## src/logic/avc_framer_pkg.sv

```systemverilog
// What this block does
// - Channel word bits 31..27 always zero.
// - Bit 26 reports audio coding type.
// - Bits 25..22 carry the video level code.
// - Bit 21 flags metadata present.
// - Bit 20 flags clock reference synced.
// - Bit 19 flags per-packet time stamps.
// - Bits 18..15 profile; reserved codes never emitted.
// - Bit 14 flags embedded time present.
// - Bit 13 reports constant or variable rate.
// - Bit 12 reports transport or program stream.
// - Bits 11..0 count packets in body.
// - Bodies hold whole stream packets only.
// - Unknown packet count is written as zero.
// - Count unit follows the stream kind bit.
// - Stamp header sits directly before each packet.
// - Stamp low word first, high word second.
// - Counter mode: 48-bit time, upper bits zero.
// - Absolute mode uses absolute time, format bits.
// - 27 MHz reference slaved to 10 MHz counter.
// - Reference is 33-bit base times 300 plus extension.
package avc_framer_pkg;

  // ----------------------------------------------------------------
  // Clock and time base
  // ----------------------------------------------------------------
  localparam int CLK_HZ       = 100_000_000;
  localparam int RTC_HZ       = 10_000_000;
  localparam int SCR_HZ       = 27_000_000;
  localparam int RTC_DIV      = CLK_HZ / RTC_HZ;
  localparam int DIV_W        = 4;
  localparam int SCR_NUM      = SCR_HZ / 1_000_000;
  localparam int SCR_DEN      = RTC_HZ / 1_000_000;
  localparam int RTC_W        = 48;
  localparam int SCR_BASE_W   = 33;
  localparam int SCR_EXT_W    = 9;
  localparam int SCR_EXT_MOD  = 300;
  localparam int COUNT_W      = 12;

  // ----------------------------------------------------------------
  // Register map (byte offsets)
  // ----------------------------------------------------------------
  localparam int ADDR_W                = 5;
  localparam logic [4:0] OFS_CONFIG    = 5'h00;
  localparam logic [4:0] OFS_LIMIT     = 5'h04;
  localparam logic [4:0] OFS_CONTROL   = 5'h08;
  localparam logic [4:0] OFS_STATUS    = 5'h0c;
  localparam logic [4:0] OFS_RTC_LO    = 5'h10;
  localparam logic [4:0] OFS_RTC_HI    = 5'h14;
  localparam logic [4:0] OFS_CHANNEL   = 5'h18;

  // ----------------------------------------------------------------
  // Channel word and configuration field positions
  // ----------------------------------------------------------------
  localparam int CW_AUDIO_BIT   = 26;
  localparam int CW_LEVEL_LSB   = 22;
  localparam int CW_META_BIT    = 21;
  localparam int CW_SYNC_BIT    = 20;
  localparam int CW_STAMP_BIT   = 19;
  localparam int CW_PROF_LSB    = 15;
  localparam int CW_ETIME_BIT   = 14;
  localparam int CW_RATE_BIT    = 13;
  localparam int CW_KIND_BIT    = 12;
  localparam int CODE_W         = 4;
  localparam logic [3:0] PROFILE_MAX = 4'h6;
  localparam int CFG_SCR_EN_BIT = 0;
  localparam int CFG_FMT_LSB    = 2;
  localparam int CFG_FMT_W      = 2;
  localparam int CFG_ABS_BIT    = 6;
  localparam logic [31:0] CFG_WRITE_MASK = 32'h07ff_f04d;
  localparam logic [31:0] CFG_RESET      = 32'h0000_0000;
  localparam logic [11:0] LIMIT_RESET    = 12'h000;

  // ----------------------------------------------------------------
  // Control and status fields
  // ----------------------------------------------------------------
  localparam int CTL_FLUSH_BIT  = 0;
  localparam int ST_BUSY_BIT    = 0;
  localparam int ST_DROP_BIT    = 1;
  localparam int ST_PROF_BIT    = 2;
  localparam int ST_FLUSH_BIT   = 3;
  localparam int ST_COUNT_LSB   = 16;
  localparam int STAMP_PAD_W    = 16;

  typedef enum logic [4:0] {
    FSM_IDLE     = 5'h01,
    FSM_STAMP_LO = 5'h02,
    FSM_STAMP_HI = 5'h04,
    FSM_DATA     = 5'h08,
    FSM_GAP      = 5'h10
  } fsm_t;

endpackage : avc_framer_pkg

```

## src/logic/avc_video_packet_framer.sv

```systemverilog
`timescale 1ns/1ns
module avc_video_packet_framer
  import avc_framer_pkg::*;
#(
  parameter int DATA_W = 32
) (
  // Clock and reset.
  input  wire logic                 clk,
  input  wire logic                 arst_n,
  // Avalon-MM register slave.
  input  wire logic [ADDR_W-1:0]    address,
  input  wire logic                 read,
  input  wire logic                 write,
  input  wire logic [31:0]          writedata,
  input  wire logic [3:0]           byteenable,
  output logic      [31:0]          readdata,
  output logic                      waitrequest,
  // Stream packets from the encoder.
  input  wire logic [DATA_W-1:0]    in_data,
  input  wire logic                 in_valid,
  input  wire logic                 in_sop,
  input  wire logic                 in_eop,
  output logic                      in_ready,
  // Absolute time from the recorder, same clock.
  input  wire logic [63:0]          abs_time,
  // Packet body towards the packet assembler.
  output logic [DATA_W-1:0]         out_data,
  output logic                      out_valid,
  output logic                      out_sop,
  output logic                      out_eop,
  input  wire logic                 out_ready,
  // Time flags and time bases for the packet header.
  output logic                      abs_time_select,
  output logic [CFG_FMT_W-1:0]      time_format,
  output logic [RTC_W-1:0]          rtc_time,
  output logic [SCR_BASE_W-1:0]     scr_base,
  output logic [SCR_EXT_W-1:0]      scr_ext
);

  // ----------------------------------------------------------------
  // State
  // ----------------------------------------------------------------
  typedef struct packed {
    fsm_t                   fsm;
    logic                   waitrequest;
    logic [31:0]            readdata;
    logic [31:0]            cfg;
    logic [COUNT_W-1:0]     limit;
    logic                   flush_pend;
    logic                   dropped;
    logic                   prof_rej;
    logic [31:0]            body_cfg;
    logic [COUNT_W-1:0]     body_limit;
    logic [COUNT_W-1:0]     pkt_cnt;
    logic [63:0]            stamp;
    logic [DATA_W-1:0]      out_data;
    logic                   out_valid;
    logic                   out_sop;
    logic                   out_eop;
    logic                   in_ready;
    logic [31:0]            last_cw;
    logic [DIV_W-1:0]       div;
    logic [RTC_W-1:0]       rtc;
    logic [DIV_W-1:0]       scr_acc;
    logic [SCR_BASE_W-1:0]  scr_base;
    logic [SCR_EXT_W-1:0]   scr_ext;
  } state_t;

  localparam state_t STATE_RESET = '{
    fsm:         FSM_IDLE,
    waitrequest: 1'b1,
    cfg:         CFG_RESET,
    limit:       LIMIT_RESET,
    default:     '0
  };

  // All state sits in one register, so reset and
  // clocking are the same for every field.
  state_t state_reg;
  state_t state_next;

  // ----------------------------------------------------------------
  // Helpers
  // ----------------------------------------------------------------

  // Merges write data into a register under the byte enables.
  function automatic logic [31:0] merge_bytes(input logic [31:0] old_val,
                                              input logic [31:0] new_val,
                                              input logic [3:0]  be);
    logic [31:0] res;
    res = old_val;
    for (int i = 0; i < 4; i++) begin
      if (be[i]) begin
        res[i*8 +: 8] = new_val[i*8 +: 8];
      end
    end
    return res;
  endfunction : merge_bytes

  // Builds the channel word from a configuration snapshot and a count.
  function automatic logic [31:0] channel_word(input logic [31:0]        c,
                                               input logic [COUNT_W-1:0] n);
    logic [31:0] w;
    w = 32'h0000_0000;
    w[CW_AUDIO_BIT] = c[CW_AUDIO_BIT];
    w[CW_LEVEL_LSB +: CODE_W] = c[CW_LEVEL_LSB +: CODE_W];
    w[CW_META_BIT] = c[CW_META_BIT];
    w[CW_SYNC_BIT] = c[CW_SYNC_BIT];
    w[CW_STAMP_BIT] = c[CW_STAMP_BIT];
    w[CW_PROF_LSB +: CODE_W] = c[CW_PROF_LSB +: CODE_W];
    w[CW_ETIME_BIT] = c[CW_ETIME_BIT];
    w[CW_RATE_BIT] = c[CW_RATE_BIT];
    w[CW_KIND_BIT] = c[CW_KIND_BIT];
    w[COUNT_W-1:0] = n;
    return w;
  endfunction : channel_word

  // Captures the time of the first bit of a stream packet.
  function automatic logic [63:0] take_stamp(input logic             abs_sel,
                                             input logic [63:0]      abs_val,
                                             input logic [RTC_W-1:0] rtc_val);
    logic [63:0] t;
    if (abs_sel) begin
      t = abs_val;
    end else begin
      t = {{STAMP_PAD_W{1'b0}}, rtc_val};
    end
    return t;
  endfunction : take_stamp

  // ----------------------------------------------------------------
  // Next-state logic
  // ----------------------------------------------------------------

  // All state is computed here and registered below in one process.
  always_comb begin
    logic                   out_free;
    logic                   take_in;
    logic                   body_end;
    logic                   flush_set;
    logic [COUNT_W-1:0]     cnt_inc;
    logic [DIV_W+1:0]       acc_sum;
    logic [1:0]             scr_step;
    logic [SCR_EXT_W:0]     ext_sum;
    logic [31:0]            cfg_wr;
    logic [31:0]            status;

    state_next = state_reg;
    out_free   = !state_reg.out_valid || out_ready;
    take_in    = in_valid && state_reg.in_ready;
    body_end   = 1'b0;
    flush_set  = 1'b0;
    cnt_inc    = COUNT_W'(state_reg.pkt_cnt + 1'b1);
    acc_sum    = '0;
    scr_step   = '0;
    ext_sum    = '0;
    cfg_wr     = '0;
    status     = '0;

    // Time counter: one tick every RTC_DIV system clocks gives 10 MHz.
    if (state_reg.div == DIV_W'(RTC_DIV - 1)) begin
      state_next.div = '0;
      state_next.rtc = RTC_W'(state_reg.rtc + 1'b1);
      // The 27 MHz reference advances 2.7 counts per time tick, so the
      // fraction is carried in tenths and never drifts from the counter.
      if (state_reg.cfg[CFG_SCR_EN_BIT]) begin
        acc_sum  = (DIV_W+2)'(state_reg.scr_acc) + (DIV_W+2)'(SCR_NUM);
        scr_step = 2'((acc_sum) / (DIV_W+2)'(SCR_DEN));
        state_next.scr_acc = DIV_W'(acc_sum - (DIV_W+2)'(scr_step) * (DIV_W+2)'(SCR_DEN));
        ext_sum  = (SCR_EXT_W+1)'(state_reg.scr_ext) + (SCR_EXT_W+1)'(scr_step);
        if (ext_sum >= (SCR_EXT_W+1)'(SCR_EXT_MOD)) begin
          state_next.scr_ext  = SCR_EXT_W'(ext_sum - (SCR_EXT_W+1)'(SCR_EXT_MOD));
          state_next.scr_base = SCR_BASE_W'(state_reg.scr_base + 1'b1);
        end else begin
          state_next.scr_ext = SCR_EXT_W'(ext_sum);
        end
      end
    end else begin
      state_next.div = DIV_W'(state_reg.div + 1'b1);
    end
    // Limitation: the reference is not preset from the counter.
    // A disabled reference restarts from zero when enabled again.
    if (!state_reg.cfg[CFG_SCR_EN_BIT]) begin
      state_next.scr_acc  = '0;
      state_next.scr_ext  = '0;
      state_next.scr_base = '0;
    end

    // Register slave: one wait cycle, then the answer for one cycle.
    status[ST_BUSY_BIT]  = (state_reg.fsm != FSM_IDLE);
    status[ST_DROP_BIT]  = state_reg.dropped;
    status[ST_PROF_BIT]  = state_reg.prof_rej;
    status[ST_FLUSH_BIT] = state_reg.flush_pend;
    status[ST_COUNT_LSB +: COUNT_W] = state_reg.pkt_cnt;
    // The answer never lasts more than one cycle.
    state_next.waitrequest = 1'b1;
    if ((read || write) && state_reg.waitrequest) begin
      state_next.waitrequest = 1'b0;
      // Writes and unmapped reads answer with zero.
      state_next.readdata    = '0;
      if (read) begin
        case (address)
          OFS_CONFIG:  state_next.readdata = state_reg.cfg;
          OFS_LIMIT:   state_next.readdata = {{(32-COUNT_W){1'b0}}, state_reg.limit};
          OFS_STATUS:  state_next.readdata = status;
          OFS_RTC_LO:  state_next.readdata = state_reg.rtc[31:0];
          OFS_RTC_HI:  state_next.readdata = {{(64-RTC_W){1'b0}}, state_reg.rtc[RTC_W-1:32]};
          OFS_CHANNEL: state_next.readdata = state_reg.last_cw;
          default:     state_next.readdata = '0;
        endcase
      end
    end

    // Writes take effect at the edge where the master sees waitrequest low.
    if (write && !state_reg.waitrequest) begin
      case (address)
        OFS_CONFIG: begin
          cfg_wr = merge_bytes(state_reg.cfg, writedata, byteenable) & CFG_WRITE_MASK;
          // A reserved profile code is refused so it can never be framed.
          if (cfg_wr[CW_PROF_LSB +: CODE_W] > PROFILE_MAX) begin
            cfg_wr[CW_PROF_LSB +: CODE_W] = state_reg.cfg[CW_PROF_LSB +: CODE_W];
            state_next.prof_rej = 1'b1;
          end
          state_next.cfg = cfg_wr;
        end
        OFS_LIMIT: begin
          state_next.limit = COUNT_W'(merge_bytes({{(32-COUNT_W){1'b0}}, state_reg.limit},
                                                  writedata, byteenable));
        end
        OFS_CONTROL: begin
          flush_set = byteenable[0] && writedata[CTL_FLUSH_BIT];
        end
        OFS_STATUS: begin
          // Sticky flags clear by writing one; a new event below still wins.
          if (byteenable[0] && writedata[ST_DROP_BIT]) begin
            state_next.dropped = 1'b0;
          end
          if (byteenable[0] && writedata[ST_PROF_BIT] && state_next.prof_rej == state_reg.prof_rej) begin
            state_next.prof_rej = 1'b0;
          end
        end
        default: begin
        end
      endcase
    end

    // Output register drains whenever the assembler takes a word.
    if (state_reg.out_valid && out_ready) begin
      state_next.out_valid = 1'b0;
      state_next.out_sop   = 1'b0;
      state_next.out_eop   = 1'b0;
    end

    // Framing sequence.
    case (state_reg.fsm)
      // Between packets only a start word is accepted.
      FSM_IDLE, FSM_GAP: begin
        if (take_in) begin
          // A word outside a packet is discarded, never framed.
          state_next.dropped = 1'b1;
        end else if (in_valid && in_sop && out_free) begin
          state_next.stamp = take_stamp(state_reg.cfg[CFG_ABS_BIT], abs_time, state_reg.rtc);
          state_next.out_valid = 1'b1;
          state_next.out_eop   = 1'b0;
          if (state_reg.fsm == FSM_IDLE) begin
            // Body opens with the channel word; the count is known only
            // when a fixed body length is set, otherwise it reads zero.
            state_next.body_cfg   = state_reg.cfg;
            state_next.body_limit = state_reg.limit;
            state_next.pkt_cnt    = '0;
            state_next.out_data   = DATA_W'(channel_word(state_reg.cfg, state_reg.limit));
            state_next.last_cw    = channel_word(state_reg.cfg, state_reg.limit);
            state_next.out_sop    = 1'b1;
            state_next.fsm        = state_reg.cfg[CW_STAMP_BIT] ? FSM_STAMP_LO : FSM_DATA;
          end else begin
            state_next.out_valid = 1'b0;
            state_next.fsm       = state_reg.body_cfg[CW_STAMP_BIT] ? FSM_STAMP_LO : FSM_DATA;
          end
        end
      end
      // Stamp words go out back to back.
      FSM_STAMP_LO: begin
        if (out_free) begin
          state_next.out_data  = DATA_W'(state_reg.stamp[31:0]);
          state_next.out_valid = 1'b1;
          state_next.out_sop   = 1'b0;
          state_next.out_eop   = 1'b0;
          state_next.fsm       = FSM_STAMP_HI;
        end
      end
      FSM_STAMP_HI: begin
        if (out_free) begin
          state_next.out_data  = DATA_W'(state_reg.stamp[63:32]);
          state_next.out_valid = 1'b1;
          state_next.out_sop   = 1'b0;
          state_next.out_eop   = 1'b0;
          state_next.fsm       = FSM_DATA;
        end
      end
      // A word is copied out the cycle after it is taken.
      FSM_DATA: begin
        if (take_in) begin
          state_next.out_data  = in_data;
          state_next.out_valid = 1'b1;
          state_next.out_sop   = 1'b0;
          state_next.out_eop   = 1'b0;
          if (in_eop) begin
            // Counts transport packets or program packs by the kind bit.
            state_next.pkt_cnt = cnt_inc;
            // The body may only close on a packet boundary.
            body_end = (state_reg.body_limit != '0 && cnt_inc == state_reg.body_limit) ||
                       (state_reg.body_limit == '0 && state_reg.flush_pend) ||
                       (cnt_inc == '1);
            state_next.out_eop = body_end;
            state_next.fsm     = body_end ? FSM_IDLE : FSM_GAP;
            if (body_end) begin
              state_next.flush_pend = 1'b0;
            end
          end
        end
      end
      default: begin
        state_next.fsm = FSM_IDLE;
      end
    endcase

    // A flush request arriving with the closing word is kept.
    if (flush_set) begin
      state_next.flush_pend = 1'b1;
    end

    // Input is offered only into an empty output register, which halves
    // the rate but keeps in_ready a plain flop; a stray word is popped
    // with one idle cycle after it so a start word is never eaten.
    state_next.in_ready = ((state_next.fsm == FSM_DATA) && !state_next.out_valid) ||
                          ((state_next.fsm == FSM_IDLE || state_next.fsm == FSM_GAP) &&
                           in_valid && !in_sop && !state_reg.in_ready);
  end

  // ----------------------------------------------------------------
  // State register
  // ----------------------------------------------------------------

  // Single register for the whole block state.
  // Reset loads constants only.
  always_ff @(posedge clk or negedge arst_n) begin
    if (!arst_n) begin
      state_reg <= STATE_RESET;
    end else begin
      state_reg <= state_next;
    end
  end

  // ----------------------------------------------------------------
  // Outputs
  // ----------------------------------------------------------------
  // Outputs are plain state fields, never gated.
  assign readdata        = state_reg.readdata;
  assign waitrequest     = state_reg.waitrequest;
  assign in_ready        = state_reg.in_ready;
  assign out_data        = state_reg.out_data;
  assign out_valid       = state_reg.out_valid;
  assign out_sop         = state_reg.out_sop;
  assign out_eop         = state_reg.out_eop;
  // Header time fields pass through as stored.
  assign abs_time_select = state_reg.cfg[CFG_ABS_BIT];
  assign time_format     = state_reg.cfg[CFG_FMT_LSB +: CFG_FMT_W];
  assign rtc_time        = state_reg.rtc;
  assign scr_base        = state_reg.scr_base;
  assign scr_ext         = state_reg.scr_ext;

endmodule : avc_video_packet_framer

```

## config.mk

```make
export PLATFORM = sky130hd
export DESIGN_NAME = avc_video_packet_framer
export DESIGN_NICKNAME = d
export VERILOG_FILES = /design/src/logic/avc_framer_pkg.sv /design/src/logic/avc_video_packet_framer.sv
export SDC_FILE = /design/constraint.sdc
export NUM_CORES = 1
export LEC_CHECK = 0
export ABC_AREA = 1
export BUFFER_PORTS_ARGS = -buffer_cell sky130_fd_sc_hd__buf_2
export CORE_MARGIN = 2
export CORE_UTILIZATION = 45
export CTS_BUF_LIST = sky130_fd_sc_hd__clkbuf_2 sky130_fd_sc_hd__clkbuf_4 sky130_fd_sc_hd__clkbuf_8
export DETAILED_ROUTE_END_ITERATION = 6
export PLACE_DENSITY = 0.66
export SETUP_SLACK_MARGIN = 0.05
export SYNTH_ARGS = -nofsm -noshare
export SYNTH_HDL_FRONTEND = slang
export SYNTH_SLANG_ARGS = --single-unit
```

## constraint.sdc

```tcl
create_clock -name clk -period 6.3 [get_ports clk]
set_input_delay 0.63 -clock clk [delete_from_list [all_inputs] [get_ports clk]]
set_output_delay 0.63 -clock clk [all_outputs]
set_load 0.01 [all_outputs]
```

==> run metrics, run 1 <==
initial antenna violation count=7; most common cell after layout, fill and taps aside=nand2_1; # setup viols final=0; outcome=finished with violations; Clock Sinks=309; largest net degree at the start of global routing=143; Post-Syn Nets=2330; fin. max-slew vios=0; crit path capture type=register; Fmax achieved=0.211 GHz; maximum VDD drop=0.155 mV; Post-synth EDFFs=0; WL final=60300 um; fin area=19400 sq um; sequential-to-total area share from yosys stat=0.445; Min Hold Slack=0.0783 ns; Cell Rows=72; first-pass detailed-route iteration total=7; Detailed Place HPWL=45300 um; Post-CTS Repair Setup Buffers=0; Placed Area=18200 sq um; num ports=307; commonest cells after routing, fill and taps aside=nand2_1, dfrtp_1, buf_2; global route overflow=0; Vias/cell=5.41; ratio of cells with drive above 1 in the final layout=0.206; Max Cap Viol=0; syn_area_per_cell=8.01 sq um; starting density of the core=0.453; ys flop type=dfrtp_1; synth warn=0; Post-CTS Hold Fix Bufs=0; vias in the first global route=15.2k; post_cts resized=0; WP data arrival=5.24 ns; Slew @ Worst Pin=1.14 ns; CP bufs+invs=3; flip-flop count of the largest register after layout=147; number of distinct standard cells referenced by the synthesized netlist=49; Die X=201 um; Routed Antenna Nets=0; Detailed Route Iter0 Violations=1519; DR DRC count=9; critical path class=register to register; placer's final routability congestion estimate=0.942; NumNets Final=2474; Pwr Total=5730 uW; WL/cell=20.9 um; CTS tree=built; pwr dens=295 nW/um^2; Final Hold Violating Endpoints=0; Clock Pin Slew Worst Setup and Hold Paths=0.06 ns; Area Growth Syn to Fin=11.6%; Clock Skew=0.0300 ns; failing checks=design-rule violations; unrepaired setup endpoints after global routing=no; Clock Latency Late Sink=0.64 ns; number of port buffers=301; Tcrit/Tclk final=0.753; global-route wire length before repair=91200 um; Hold Path Class=input port to asynchronous set/reset pin; Clock Tree Buf Depth=3; Mapped Area=17400 sq um; critical-path cell list=inv_1, ha_1, nor2_1, nand3_1, o21ai_0, ha_1, nand2_1, nor2_1, o21ai_0, ha_1, nand3_1, nand2_1, xor2_1, inv_1, ha_1, o21ai_2, nand3_1, nand2_1, nand2_4, o21ai_4, buf_4, o21ai_0, nand2_1, nor2_1; CTS HTree Levels=2; Worst path max stage delay=0.39 ns; sum of negative setup slack=0 ns; CTS buffer count=55; slowest cell on the critical path=o21ai_0; LEAKAGE=0.00930 uW; post-synthesis cell count=2172; pre-CTS worst setup slack=1.61 ns; Critical Path Fanout Max=29; required time of the critical path=6.80 ns; Synth area leader=dfrtp_1; DIE HEIGHT=201 um; core area=38400 sq um; asr flop ratio synth=1.00; delay-heaviest family, CP=compound AO/OA/AOI/OAI gates; total number of vias=15.6k; gr usage total=0.296; Synth area leaders=dfrtp_1, nand2_1, buf_4; Die Footprint=40300 sq um; Slew Limit Headroom=0.239; Startpoint Class=register; root buffer cell=clkbuf_8; Synth Register Bits=309; crit path time final=4.74 ns; post-synth top area share=0.442; min setup slack post-route=1.56 ns
-- cells in the mapped netlist, types with 2 or more instances --
| cell | number |
|---|---|
| nand2_1 | 557 |
| fa_1 | 2 |
| o21ai_2 | 11 |
| clkbuf_1 | 54 |
| o31ai_1 | 20 |
| buf_6 | 3 |
| a221oi_1 | 29 |
| nand3_1 | 91 |
| nor2_4 | 2 |
| o21ai_1 | 2 |
| mux2_2 | 18 |
| o22ai_1 | 48 |
| nor3_2 | 2 |
| dfrtp_1 | 307 |
| dfstp_2 | 2 |
| o21a_1 | 11 |
| inv_2 | 6 |
| buf_2 | 7 |
| nor4_1 | 16 |
| a22o_1 | 3 |
| xor2_1 | 72 |
| nor3_1 | 48 |
| buf_4 | 160 |
| o211ai_1 | 10 |
| nand4_1 | 30 |
| a21oi_1 | 25 |
| inv_1 | 227 |
| nand4_2 | 7 |
| a31oi_1 | 2 |
| a22oi_1 | 34 |
| ha_1 | 11 |
| buf_1 | 6 |
| clkinv_1 | 5 |
| nor2_1 | 127 |
| o21ai_0 | 187 |
| nand3_2 | 5 |
| xnor2_1 | 9 |
| nor2_2 | 5 |
-- metal layers --
layer / vias to the layer above / GRT usage / part of all wire
li1: 7323 / - / -
met1: 7441 / 0.385 / 0.41
met2: 679 / 0.468 / 0.46
met3: 143 / 0.0695 / 0.084
met4: 6 / 0.144 / 0.049
met5: - / 0 / 0.00060
-- kinds of logic after synthesis --
logic type	synth area share
and+or+nand+nor	0.218
buffers and inverters	0.137
DFF	0.445
AOI/OAI and AO/OA	0.137
xor gates and xnor gates	0.0408
muxes	0.0117
adders and majority gates	0.0102
-- power by group --
| part | switching [uW] | internal [uW] |
|---|---|---|
| logic | 859 | 385 |
| clock network | 876 | 1140 |
| registers | 203 | 2270 |
-- final cells by class --
type	count	area, sq um
Fill cell	3819	19000
Sequential cell	309	7740
Multi-Input combinational cell	1395	7290
Timing Repair Buffer	317	1650
Clock buffer	90	1090
Inverter	238	893
Tap cell	518	648
Clock inverter	11	86.3
Antenna cell	4	10.0
-- path summary, 6_finish.rpt --
kind / startpoint / endpoint / slack, ns / cells past startpoint
min in group clk: writedata[9] / state_reg[298]$_DFFE_PN0P_ / 0.22 / 2
worst min-delay path: arst_n / readdata[17]$_DFFE_PN0P_ / 0.08 / 1
worst min register to register: state_reg[94]$_DFF_PN0_ / state_reg[94]$_DFF_PN0_ / 0.47 / 1
worst max register to register: state_reg[42]$_DFFE_PN0P_ / scr_base[6]$_DFFE_PN0P_ / 1.56 / 24
max in group asynchronous: arst_n / state_reg[181]$_DFFE_PN0P_ / 4.87 / 2
worst max-delay path: state_reg[42]$_DFFE_PN0P_ / scr_base[6]$_DFFE_PN0P_ / 1.56 / 24
-- per-stage QoR --
step,std cells,utilization
6_report,2882,0.506
5_1_grt,2880,0.506
4_1_cts,2878,0.506
3_5_place_dp,2777,0.475
3_3_place_gp,2777,0.475
2_1_floorplan,2172,-
No activity file was read; power rests on OpenSTA's default activity.
==> run 2: changes to the inputs <==
==> constraint.sdc (replaced) <==
create_clock -name clk -period 4.85 [get_ports clk]
set_input_delay 0.485 -clock clk [delete_from_list [all_inputs] [get_ports clk]]
set_output_delay 0.485 -clock clk [all_outputs]
set_load 0.01 [all_outputs]
==> run 2 against run 1 <==
The flow now finishes without violations. Die area unchanged. Clock-buffer cell count decreased by 1. First-iteration DRC count decreased by 0.79%. Maximum frequency increased by 7.1%. Final area increased by 0.19%. Non-clock buffer count increased by 6. Critical path depth decreased by 1.
==> run metrics, run 2 (same netlist as run 1, synthesis figures left out) <==
CTS HTree Levels=2; flip-flop count of the largest register after layout=147; global route overflow=0; Cell Rows=72; Max Cap Viol=0; Area Growth Syn to Fin=11.8%; num ports=307; DR top layer=met5; LEAKAGE=0.00931 uW; NumNets Final=2479; first-pass detailed-route iteration total=6; Fmax achieved=0.226 GHz; metal3 WL=5510 um; sum of negative setup slack=0 ns; Setup crit start=state_reg[42]$_DFFE_PN0P_; Worst path max stage delay=0.39 ns; Worst Setup EP=scr_base[23]$_DFFE_PN0P_; ratio of cells with drive above 1 in the final layout=0.205; Detailed Route Iter0 Violations=1507; WP data arrival=4.96 ns; pre-CTS worst setup slack=0.223 ns; Reg2Reg Setup Slack=0.42 ns; Detailed Place HPWL=45900 um; Slew Limit Headroom=0.290; CTS buffer count=54; DR DRC count=0; largest net degree at the start of global routing=107; Tcrit/Tclk final=0.913; WL final=60800 um; DIE HEIGHT=201 um; WL/cell=21.1 um; maximum VDD drop=0.186 mV; WL met1=24300 um; Die Footprint=40300 sq um; root buffer cell=clkbuf_8; total number of vias=15.7k; Clock Pin Slew Worst Setup and Hold Paths=0.06 ns; most common cell after layout, fill and taps aside=nand2_1; gr usage total=0.299; Met2 Wirelength=28700 um; min setup slack post-route=0.422 ns; Vias/cell=5.44; number of port buffers=301; # setup viols final=0; Critical Path Fanout Max=20; commonest cells after routing, fill and taps aside=nand2_1, dfrtp_1, buf_2; Die X=201 um; unrepaired setup endpoints after global routing=no; pwr dens=383 nW/um^2; outcome=completed; critical-path cell list=inv_1, ha_1, nor2_1, nand3_1, o21ai_1, ha_1, nand2_1, nor2_1, o21ai_0, ha_1, nand3_1, nand2_1, xor2_1, inv_1, ha_1, o21ai_2, nand3_1, nand2_1, nand2_4, o21ai_4, buf_4, nand2_1, o31ai_1; slowest cell on the critical path=o21ai_0; CTS tree=built; Post-CTS Repair Setup Buffers=0; fin. max-slew vios=0; Clock Skew=0.0418 ns; crit path capture type=register; required time of the critical path=5.38 ns; Startpoint Class=register; Reg-to-Reg End=scr_base[23]$_DFFE_PN0P_; Clock Latency Late Sink=0.66 ns; Final Hold Violating Endpoints=0; Clock Tree Buf Depth=3; R2R cell count=23; Routed Antenna Nets=0; vias in the first global route=15.1k; worst r2r src=state_reg[42]$_DFFE_PN0P_; initial antenna violation count=10; critical path class=register to register; Slew @ Worst Pin=1.04 ns; placer's final routability congestion estimate=0.941; Hold Path Class=input port to register; starting density of the core=0.453; Clock Sinks=309; global-route wire length before repair=91900 um; core area=38400 sq um; crit path time final=4.43 ns; Min Hold Slack=0.0497 ns
run 2: changes by cell type in the layout (fill, tap and decap cells not counted), sizes merged:
cell | before | now
buf | 317 | 322
bufinv | 1 | 0
clkbuf | 90 | 89
clkinv | 13 | 7
clkinvlp | 1 | 2
diode | 4 | 8
dlygate4sd3 | 0 | 1
run 2: stage by stage:
| step | cells | util | power (uW) | cell area, sq um |
|---|---|---|---|---|
| 6_report | 2885 | 0.507 | 7440 | 19500 |
| 3_5_place_dp | 2782 | 0.476 | 4870 | 18300 |
| 3_3_place_gp | 2782 | 0.476 | 4830 | 18300 |
| 4_1_cts | 2877 | 0.506 | 7470 | 19400 |
| 5_1_grt | 2883 | 0.507 | 7820 | 19400 |
| 2_1_floorplan | 2172 | - | 4300 | 17400 |
run 2: worst min-delay path by stage:
stage	slack, ns	to	start	cells past startpoint
2_1_floorplan	0.19	abs_time_select$_DFFE_PN0P_	arst_n	0
3_3_place_gp	0.45	state_reg[94]$_DFF_PN0_	state_reg[94]$_DFF_PN0_	1
3_5_place_dp	0.45	out_data[28]$_DFFE_PN0P_	out_data[28]$_DFFE_PN0P_	2
4_1_cts	0.02	out_data[28]$_DFFE_PN0P_	in_data[28]	3
5_1_grt	0.04	out_data[29]$_DFFE_PN0P_	in_data[29]	3
6_report	0.05	out_data[27]$_DFFE_PN0P_	in_data[27]	3
run 2: critical path, delay by kind of cell, from the launching register on:
kind            cells  cell delay, ns
simple gates       10            1.01
xor+xnor            1            0.18
fa+ha+maj           4            1.05
buf+inv             3            0.48
compound gates      5            1.24
flops               1            0.35
run 2: cell type report:
cell class | count | area (sq um)
antenna | 8 | 20.0
timing repair buffer | 323 | 1700
fill | 3827 | 18900
inverter | 238 | 896
clock inverter | 5 | 33.8
multi-input combinational | 1395 | 7290
clock buffer | 89 | 1120
sequential | 309 | 7740
tap | 518 | 648
run 2: power breakdown:
group / switching (uW) / internal (uW) / total (uW)
sequential: 263 / 2940 / 3210
clock: 1130 / 1450 / 2580
combinational: 1150 / 506 / 1660
run 2: repair_timing:
action,CTS,global route
endpoints found under the setup margin,0,28
resized for setup,0,3
hold buffers,1,0
endpoints found under the hold margin,101,0
run 2: routing by layer:
layer / global-route usage / vias up
met5: 0 / -
met2: 0.484 / 723
met3: 0.0778 / 109
met1: 0.384 / 7536
met4: 0.115 / 4
li1: - / 7310
